$ cat config.mk
export PLATFORM = sky130hd
export DESIGN_NAME = acs_sequencer
export DESIGN_NICKNAME = d
export VERILOG_FILES = /design/src/hdl/acs_pkg.sv /design/src/hdl/acs_bit_clock.sv /design/src/hdl/acs_sequencer.sv
export VERILOG_INCLUDE_DIRS = /design/src /design/src/hdl
export SDC_FILE = /design/constraint.sdc
export NUM_CORES = 1
export LEC_CHECK = 0
export ABC_CLOCK_PERIOD_IN_PS = 3000
export BUFFER_PORTS_ARGS = -buffer_cell sky130_fd_sc_hd__buf_4
export CORE_ASPECT_RATIO = 0.75
export CORE_MARGIN = 4
export CORE_UTILIZATION = 45
export CTS_CLUSTER_DIAMETER = 30
export CTS_CLUSTER_SIZE = 12
export DETAILED_ROUTE_END_ITERATION = 16
export GPL_TIMING_DRIVEN = 0
export PLACE_DENSITY = 0.63
export SETUP_SLACK_MARGIN = 0.02
export SYNTH_ARGS = -nofsm -noshare
export SYNTH_HDL_FRONTEND = slang
export SYNTH_SLANG_ARGS = --single-unit
$ cat constraint.sdc
create_clock -name clock -period 3 [get_ports clock]
set_clock_uncertainty 0.2 [all_clocks]
set_input_delay 0.3 -clock clock [delete_from_list [all_inputs] [get_ports clock]]
set_output_delay 0.3 -clock clock [all_outputs]
set_load 0.1 [all_outputs]
$ cat src/hdl/acs_consts.svh
// offsets, field positions, reset values and counts of the sequencer
`ifndef ACS_CONSTS_SVH
`define ACS_CONSTS_SVH

// ----------------------------------------------------------------
// register offsets
// ----------------------------------------------------------------
`define ACS_ADDR_CTRL0   8'h1F
`define ACS_ADDR_CONFIG  8'h9F
`define ACS_ADDR_RES_HI  8'h1E
`define ACS_ADDR_RES_LO  8'h9E
`define ACS_ADDR_ANALOG_PIN_SELECT   8'h9B
`define ACS_ADDR_FLAG    8'h0C

// ----------------------------------------------------------------
// field positions
// ----------------------------------------------------------------
`define ACS_POWER_BIT    0
`define ACS_GO_BIT       2
`define ACS_CHAN_LSB     3
`define ACS_SRC_LSB      6
`define ACS_VREF_LSB     4
`define ACS_DIVHI_BIT    6
`define ACS_JUSTIFY_BIT  7
`define ACS_DONE_BIT     6

// ----------------------------------------------------------------
// reset values
// ----------------------------------------------------------------
`define ACS_ANALOG_PIN_SELECT_RST    7'h7F
`define ACS_RES_RST      8'h00

// ----------------------------------------------------------------
// bit period counts and the rc clock source select code
// ----------------------------------------------------------------
`define ACS_CONV_LAST    4'h8
`define ACS_HOLD_LAST    4'h1
`define ACS_SRC_RC       2'h3
`define ACS_CNT_START    7'h01
`define ACS_DIV2_LAST    7'h01
`define ACS_DIV8_LAST    7'h07
`define ACS_DIV32_LAST   7'h1F
`define ACS_DIV4_LAST    7'h03
`define ACS_DIV16_LAST   7'h0F
`define ACS_DIV64_LAST   7'h3F

`endif

$ cat src/hdl/acs_pkg.sv
// types of the conversion sequencer
package acs_pkg;

    typedef enum logic [2:0] {
        acs_st_idle = 3'b001,
        acs_st_conv = 3'b010,
        acs_st_hold = 3'b100
    } acs_state_t;

endpackage : acs_pkg

$ cat src/hdl/acs_bit_clock.sv
// bit period tick generator: oscillator divider or synchronised rc clock
`timescale 1ns/1ps
`include "acs_consts.svh"

module acs_bit_clock
    import acs_pkg::*;
#(
    parameter int CNT_W = 7
)
(
    input  wire logic       clock,
    input  wire logic       rst,
    input  wire logic       run,
    input  wire logic       restart,
    input  wire logic [2:0] clock_sel,
    input  wire logic       rc_osc_in,
    output logic            tick_r
);

    logic [CNT_W-1:0] cnt_r;
    logic [CNT_W-1:0] cnt_nxt;
    logic             rc_meta_r;
    logic             rc_sync_r;
    logic             rc_prev_r;
    logic             tick_nxt;
    logic [CNT_W-1:0] last_w;

    // ----------------------------------------------------------------
    // divider selection
    // ----------------------------------------------------------------
    function automatic logic [CNT_W-1:0] div_last(input logic [2:0] sel);
        case (sel)
            3'h0:    div_last = CNT_W'(`ACS_DIV2_LAST);
            3'h1:    div_last = CNT_W'(`ACS_DIV8_LAST);
            3'h2:    div_last = CNT_W'(`ACS_DIV32_LAST);
            3'h4:    div_last = CNT_W'(`ACS_DIV4_LAST);
            3'h5:    div_last = CNT_W'(`ACS_DIV16_LAST);
            3'h6:    div_last = CNT_W'(`ACS_DIV64_LAST);
            default: div_last = CNT_W'(0);
        endcase
    endfunction : div_last

    assign last_w = div_last(clock_sel);

    always_comb begin
        cnt_nxt  = cnt_r;
        tick_nxt = 1'b0;
        if (!run || restart) begin
            // preload: registered tick then lands one bit period after start
            cnt_nxt = CNT_W'(`ACS_CNT_START);
        end else if (clock_sel[1:0] == `ACS_SRC_RC) begin
            tick_nxt = rc_sync_r & ~rc_prev_r;
        end else if (cnt_r == last_w) begin
            cnt_nxt  = '0;
            tick_nxt = 1'b1;
        end else begin
            cnt_nxt = cnt_r + CNT_W'(1);
        end
    end

    always_ff @(posedge clock) begin
        if (rst) begin
            cnt_r     <= '0;
            tick_r    <= 1'b0;
            rc_meta_r <= 1'b0;
            rc_sync_r <= 1'b0;
            rc_prev_r <= 1'b0;
        end else begin
            cnt_r     <= cnt_nxt;
            tick_r    <= tick_nxt;
            rc_meta_r <= rc_osc_in;
            rc_sync_r <= rc_meta_r;
            rc_prev_r <= rc_sync_r;
        end
    end

endmodule : acs_bit_clock

$ cat src/hdl/acs_sequencer.sv
// conversion sequencer of the 10-bit converter with its registers
`timescale 1ns/1ps
`include "acs_consts.svh"

module acs_sequencer
    import acs_pkg::*;
(
    input  wire logic       clock,
    input  wire logic       rst,
    input  wire logic [7:0] reg_addr,
    input  wire logic [7:0] reg_wdata,
    input  wire logic       reg_write,
    input  wire logic       reg_read,
    output logic [7:0]      reg_rdata_r,
    input  wire logic       rc_osc_in,
    input  wire logic [9:0] sar_result,
    output logic [2:0]      input_channel_select_r,
    output logic [6:0]      analog_pin_select_r,
    output logic [1:0]      vref_select_r,
    output logic            sample_connect_r,
    output logic            converting_r,
    output logic            conversion_done_flag_r
);

    acs_state_t state_r, state_nxt;
    logic [3:0] bit_cnt_r, bit_cnt_nxt;
    logic       go_r, go_nxt, done_nxt;
    logic       power_r, power_nxt;
    logic [1:0] src_sel_r, src_sel_nxt, vref_nxt;
    logic [2:0] chan_nxt;
    logic       justify_r, justify_nxt;
    logic       divhi_r, divhi_nxt;
    logic [6:0] analog_pin_select_nxt;
    logic [7:0] res_hi_r, res_hi_nxt;
    logic [7:0] res_lo_r, res_lo_nxt;
    logic [7:0] rdata_nxt;
    logic       sample_nxt, converting_nxt;
    logic       tick_w, restart_w, conv_done_w, wr_ctrl0_w;

    function automatic logic hit(input logic [7:0] a, input logic [7:0] off);
        hit = (a == off);
    endfunction : hit

    assign wr_ctrl0_w = reg_write && hit(reg_addr, `ACS_ADDR_CTRL0);

    acs_bit_clock #(
        .CNT_W (7)
    ) u_bit_clock (
        .clock     (clock),
        .rst       (rst),
        .run       (state_r != acs_st_idle),
        .restart   (restart_w),
        .clock_sel ({divhi_r, src_sel_r}),
        .rc_osc_in (rc_osc_in),
        .tick_r    (tick_w)
    );

    // ----------------------------------------------------------------
    // register writes and sequencing
    // ----------------------------------------------------------------
    always_comb begin
        state_nxt   = state_r;
        bit_cnt_nxt = bit_cnt_r;
        go_nxt      = go_r;
        power_nxt   = power_r;
        src_sel_nxt = src_sel_r;
        chan_nxt    = input_channel_select_r;
        justify_nxt = justify_r;
        divhi_nxt   = divhi_r;
        vref_nxt    = vref_select_r;
        analog_pin_select_nxt   = analog_pin_select_r;
        res_hi_nxt  = res_hi_r;
        res_lo_nxt  = res_lo_r;
        done_nxt    = conversion_done_flag_r;
        restart_w   = 1'b0;
        conv_done_w = 1'b0;
        if (wr_ctrl0_w) begin
            power_nxt   = reg_wdata[`ACS_POWER_BIT];
            src_sel_nxt = reg_wdata[`ACS_SRC_LSB +: 2];
            chan_nxt    = reg_wdata[`ACS_CHAN_LSB +: 3];
        end
        if (reg_write && hit(reg_addr, `ACS_ADDR_CONFIG)) begin
            justify_nxt = reg_wdata[`ACS_JUSTIFY_BIT];
            divhi_nxt   = reg_wdata[`ACS_DIVHI_BIT];
            vref_nxt    = reg_wdata[`ACS_VREF_LSB +: 2];
        end
        if (reg_write && hit(reg_addr, `ACS_ADDR_ANALOG_PIN_SELECT))
            analog_pin_select_nxt = reg_wdata[6:0];
        if (reg_write && hit(reg_addr, `ACS_ADDR_RES_HI))
            res_hi_nxt = reg_wdata;
        if (reg_write && hit(reg_addr, `ACS_ADDR_RES_LO))
            res_lo_nxt = reg_wdata;
        if (reg_write && hit(reg_addr, `ACS_ADDR_FLAG))
            done_nxt = reg_wdata[`ACS_DONE_BIT];
        case (state_r)
            acs_st_idle: begin
                if (wr_ctrl0_w && reg_wdata[`ACS_GO_BIT] && power_r &&
                    power_nxt) begin
                    state_nxt   = acs_st_conv;
                    go_nxt      = 1'b1;
                    bit_cnt_nxt = 4'h0;
                end
            end
            acs_st_conv: begin
                if (!power_nxt) begin
                    state_nxt = acs_st_idle;
                    go_nxt    = 1'b0;
                    restart_w = 1'b1;
                end else if (wr_ctrl0_w && !reg_wdata[`ACS_GO_BIT]) begin
                    state_nxt   = acs_st_hold;
                    go_nxt      = 1'b0;
                    bit_cnt_nxt = 4'h0;
                    restart_w   = 1'b1;
                end else if (tick_w) begin
                    if (bit_cnt_r == `ACS_CONV_LAST) begin
                        conv_done_w = 1'b1;
                        state_nxt   = acs_st_hold;
                        go_nxt      = 1'b0;
                        bit_cnt_nxt = 4'h0;
                        done_nxt    = 1'b1;
                        if (justify_r) begin
                            res_hi_nxt = {6'h00, sar_result[9:8]};
                            res_lo_nxt = sar_result[7:0];
                        end else begin
                            res_hi_nxt = sar_result[9:2];
                            res_lo_nxt = {sar_result[1:0], 6'h00};
                        end
                    end else begin
                        bit_cnt_nxt = bit_cnt_r + 4'h1;
                    end
                end
            end
            acs_st_hold: begin
                if (!power_nxt) begin
                    state_nxt = acs_st_idle;
                end else if (tick_w) begin
                    if (bit_cnt_r == `ACS_HOLD_LAST) begin
                        state_nxt = acs_st_idle;
                    end else begin
                        bit_cnt_nxt = bit_cnt_r + 4'h1;
                    end
                end
            end
            default: begin
                state_nxt = acs_st_idle;
                go_nxt    = 1'b0;
            end
        endcase
        sample_nxt     = (state_nxt == acs_st_idle) && power_nxt;
        converting_nxt = (state_nxt == acs_st_conv);
    end

    // ----------------------------------------------------------------
    // read port
    // ----------------------------------------------------------------
    always_comb begin
        rdata_nxt = 8'h00;
        if (reg_read) begin
            case (reg_addr)
                `ACS_ADDR_CTRL0:  rdata_nxt = {src_sel_r,
                    input_channel_select_r, go_r, 1'b0, power_r};
                `ACS_ADDR_CONFIG: rdata_nxt = {justify_r, divhi_r,
                    vref_select_r, 4'h0};
                `ACS_ADDR_ANALOG_PIN_SELECT:  rdata_nxt = {1'b0, analog_pin_select_r};
                `ACS_ADDR_RES_HI: rdata_nxt = res_hi_r;
                `ACS_ADDR_RES_LO: rdata_nxt = res_lo_r;
                `ACS_ADDR_FLAG:   rdata_nxt = {1'b0,
                    conversion_done_flag_r, 6'h00};
                default:          rdata_nxt = 8'h00;
            endcase
        end
    end

    always_ff @(posedge clock) begin
        if (rst) begin
            state_r                <= acs_st_idle;
            bit_cnt_r              <= 4'h0;
            go_r                   <= 1'b0;
            power_r                <= 1'b0;
            src_sel_r              <= 2'h0;
            input_channel_select_r <= 3'h0;
            justify_r              <= 1'b0;
            divhi_r                <= 1'b0;
            vref_select_r          <= 2'h0;
            analog_pin_select_r    <= `ACS_ANALOG_PIN_SELECT_RST;
            res_hi_r               <= `ACS_RES_RST;
            res_lo_r               <= `ACS_RES_RST;
            conversion_done_flag_r <= 1'b0;
            reg_rdata_r            <= 8'h00;
            sample_connect_r       <= 1'b0;
            converting_r           <= 1'b0;
        end else begin
            state_r                <= state_nxt;
            bit_cnt_r              <= bit_cnt_nxt;
            go_r                   <= go_nxt;
            power_r                <= power_nxt;
            src_sel_r              <= src_sel_nxt;
            input_channel_select_r <= chan_nxt;
            justify_r              <= justify_nxt;
            divhi_r                <= divhi_nxt;
            vref_select_r          <= vref_nxt;
            analog_pin_select_r    <= analog_pin_select_nxt;
            res_hi_r               <= res_hi_nxt;
            res_lo_r               <= res_lo_nxt;
            conversion_done_flag_r <= done_nxt;
            reg_rdata_r            <= rdata_nxt;
            sample_connect_r       <= sample_nxt;
            converting_r           <= converting_nxt;
        end
    end
endmodule : acs_sequencer

==> results.tsv <==
stage	metric	value	unit
synth	ys_top_cells_by_count	dfxtp_1, nand2_1, nor2_1	
setup_path	end_kind	flop	
drt	post_drt_wl_per_cell	17.2	µm
drt	vias_per_cell	5.74	
drt	drcViolationCount	0	
die	die_y	81.9	µm
final_layout	nets	474	
power_and_ir_drop	combPwrFrac	0.057	
sta	setup_viol	0	
clocking	clock_latency	0.35	ns
die	num_rows	26	
power_and_ir_drop	powerDensity	446	nW/µm²
final_layout	utilization	0.582	
clocking	ctsHtreeMaxLevel	3	
setup_path	r2r-end	u_bit_clock.tick_r	
synth	yosys_register_bits	63	
power_and_ir_drop	power_leakage	1.54	nW
power_and_ir_drop	p_int	1.36	mW
drt	num_vias	3084	
synth	synth_nets	409	
synth	ys_types	57	
setup_path	critPathBufInv	3	
sta	setup_tns	0	ns
final_layout	diodes	0	
drt	initialDrtViolationCount	313	
setup_path	worst-setup-path-type	input port to flop	
synth	ys_warn_count	0	
die	fp.dieW	107	µm
sta	rsz0062_at_grt	no	
global_route	grt_pass1_vias	2791	
global_route	grt_max_degree	14	
sta	finalHoldViolations	0	
clocking	clockBufferDepth	2	
synth	yosysSeqAreaShare	0.385	
die	ios	54	
drt	ant_nets	0	
synth	synth_top_area_frac	0.385	
power_and_ir_drop	p_clk_frac	0.476	
clocking	cts_made_buffers	9	
synth	async_flop_share	0	
sta	finalWorstPathRequiredPeriod	2.66	ns
place	dp_hpwl	6780	µm
setup_path	timing.rr.start	src_sel_r[0]	
die	design.die.area	8730	µm²
power_and_ir_drop	irDropWorstVdd	255	µV
synth	synth_area	3280	µm²
final_layout	syn_to_final_growth	23.0	%
place	gp_congestion	0.888	
final_layout	seqCellArea	1260	µm²
hold_path	hp-start	reg_wdata[3]	
setup_path	reg2reg_depth	7	
power_and_ir_drop	p_switching	0.442	mW
global_route	grt_pass1_wl	14700	µm
hold_path	hold_class	input port to flop	
global_route	overflow	0	
sta	slew_headroom	0.274	
power_and_ir_drop	swShare	0.245	
synth	yosys.cell_count.top_type	dfxtp_1	
power_and_ir_drop	p_seq_frac	0.467	
drt	dr.pass1.iters	6	
global_route	grt_usage	0.219	
setup_path	crit_family	simple AND/OR/NAND/NOR gates	
final_layout	nFillCells	645	
sta	max_freq	376	MHz
hold_path	min_path_cells	3	
setup_path	crit_path_start	reg_addr[5]	
setup_path	crit_path_start_kind	input port	
setup_path	path_cells	buf_4, or4b_1, buf_2, nor2_1, clkbuf_1, nand2_1, a211oi_1, a211oi_2	
setup_path	cp_max_fo	10	
synth	synth_top_area_cell	dfxtp_1	
clocking	post_cts_resized	0	
synth	synth_area_leaders	dfxtp_1, mux2i_1, a211oi_2	
synth	synthCells	369	
sta	drv_slew	0	
setup_path	r2r_setup_slack	0.58	ns
run	maxCapViolCount	0	
clocking	ctsHoldBuffers	1	
clocking	postCtsSetupBuffers	0	
sta	worstMarginPinSlew	1.08	ns
die	start_util	0.473	
final_layout	multi_input_area	1920	µm²
synth	synth.avg_cell_area	8.88	µm²
sta	min_period_over_period	0.886	
setup_path	worstPathArrival	2.67	ns
synth	synth_edf_count	0	
setup_path	cpPeakStageDelay	0.51	ns
place	numPortBuffers	52	
global_route	grt_antenna_before_repair	0	
hold_path	holdPathEnd	input_channel_select_r[0]	
final_layout	drive_above_1_share	0.205	
clocking	path_clk_slew	0.08	ns
setup_path	cp.required	3.01	ns
clocking	clkSinkCount	63	
outcome	status	completed	
setup_path	cp_slowest_cell	or4b_1	
die	coreArea	6930	µm²
clocking	cts_tree	built	
drt	totalWireLength	9250	µm
clocking	ctsRootBufferMaster	clkbuf_8	
synth	synth_flop_cell	dfxtp_1	
-- power by group through the flow --
stage / registers, mW / logic, mW / clock network (mW)
after global placement: 0.860 / 0.0997 / 0
final: 0.840 / 0.103 / 0.856
after global routing: 0.841 / 0.112 / 0.911
after floorplan: 0.861 / 0.0383 / 0
after detailed placement: 0.860 / 0.100 / 0
after CTS: 0.840 / 0.102 / 0.869
-- tightest hold or removal path, delay by kind of cell --
kind	cells	cell delay, ns
buffers and inverters	1	0.11
and+or+nand+nor	1	0.07
muxes	1	0.06
-- layout by cell type, fill, tap and decap left out, types with 10 or more instances in the layout --
cell type	count
and3_1	13
clkbuf_1	11
buf_4	53
nand2b_1	14
nand3_1	13
a21oi_1	14
nor2_1	31
nor3_1	13
a211oi_2	10
nand2_1	33
dfxtp_1	63
mux2i_1	13
a211oi_1	12
-- worst max-delay path by stage --
stage | cells after the start | slack, ns | endpoint
after floorplan | 7 | 0.49 | res_lo_r[7]
after global placement | 8 | 0.04 | res_hi_r[0]
final | 8 | 0.34 | res_hi_r[0]
after CTS | 8 | 0.43 | res_hi_r[5]
after detailed placement | 8 | 0.08 | res_hi_r[5]
after global routing | 8 | 0.23 | res_hi_r[2]
-- flip-flops by register name, indices dropped and copies added (netlist names), 2 cells and up --
signal,flops
res_hi_r,8
res_lo_r,8
bit_cnt_r,4
state_r,3
u_bit_clock.cnt_r,7
analog_pin_select_r,7
reg_rdata_r,8
src_sel_r,2
vref_select_r,2
input_channel_select_r,3
-- per-stage QoR --
stage                     cell area, µm²  setup WS [ns]  instances  hold slack (ns)  power (mW)
after floorplan                     3280          0.492        369            0.214       0.899
final                               4030          0.343        537           0.0302        1.80
after detailed placement            3790         0.0750        520            0.229       0.960
after CTS                           4030          0.430        537           0.0189        1.81
after global placement              3790         0.0395        519            0.218       0.960
after global routing                4030          0.232        537           0.0372        1.86
-- final cells by class --
class,count,area share
Buffer,15,0.0171
Clock inverter,7,0.0254
Inverter,6,0.00559
Multi-Input combinational cell,285,0.477
Sequential cell,63,0.313
Tap cell,98,0.0304
Timing Repair Buffer,54,0.101
Clock buffer,9,0.0307
-- kinds of logic after synthesis --
group	Yosys count	synth area share
AOI/OAI and AO/OA	92	0.224
xor gates and xnor gates	10	0.0267
adders and majority gates	9	0.0344
buffers and inverters	21	0.0279
DFF	63	0.385
muxes	14	0.0431
and+or+nand+nor	160	0.259
-- per-layer routing --
metal,vias to the layer above,share of wire,global-route usage
met5,-,0,0
met4,0,0.011,0.0587
met3,12,0.085,0.0581
met2,128,0.42,0.318
met1,1433,0.48,0.319
li1,1511,-,-
(Power assumes the default switching activity.)
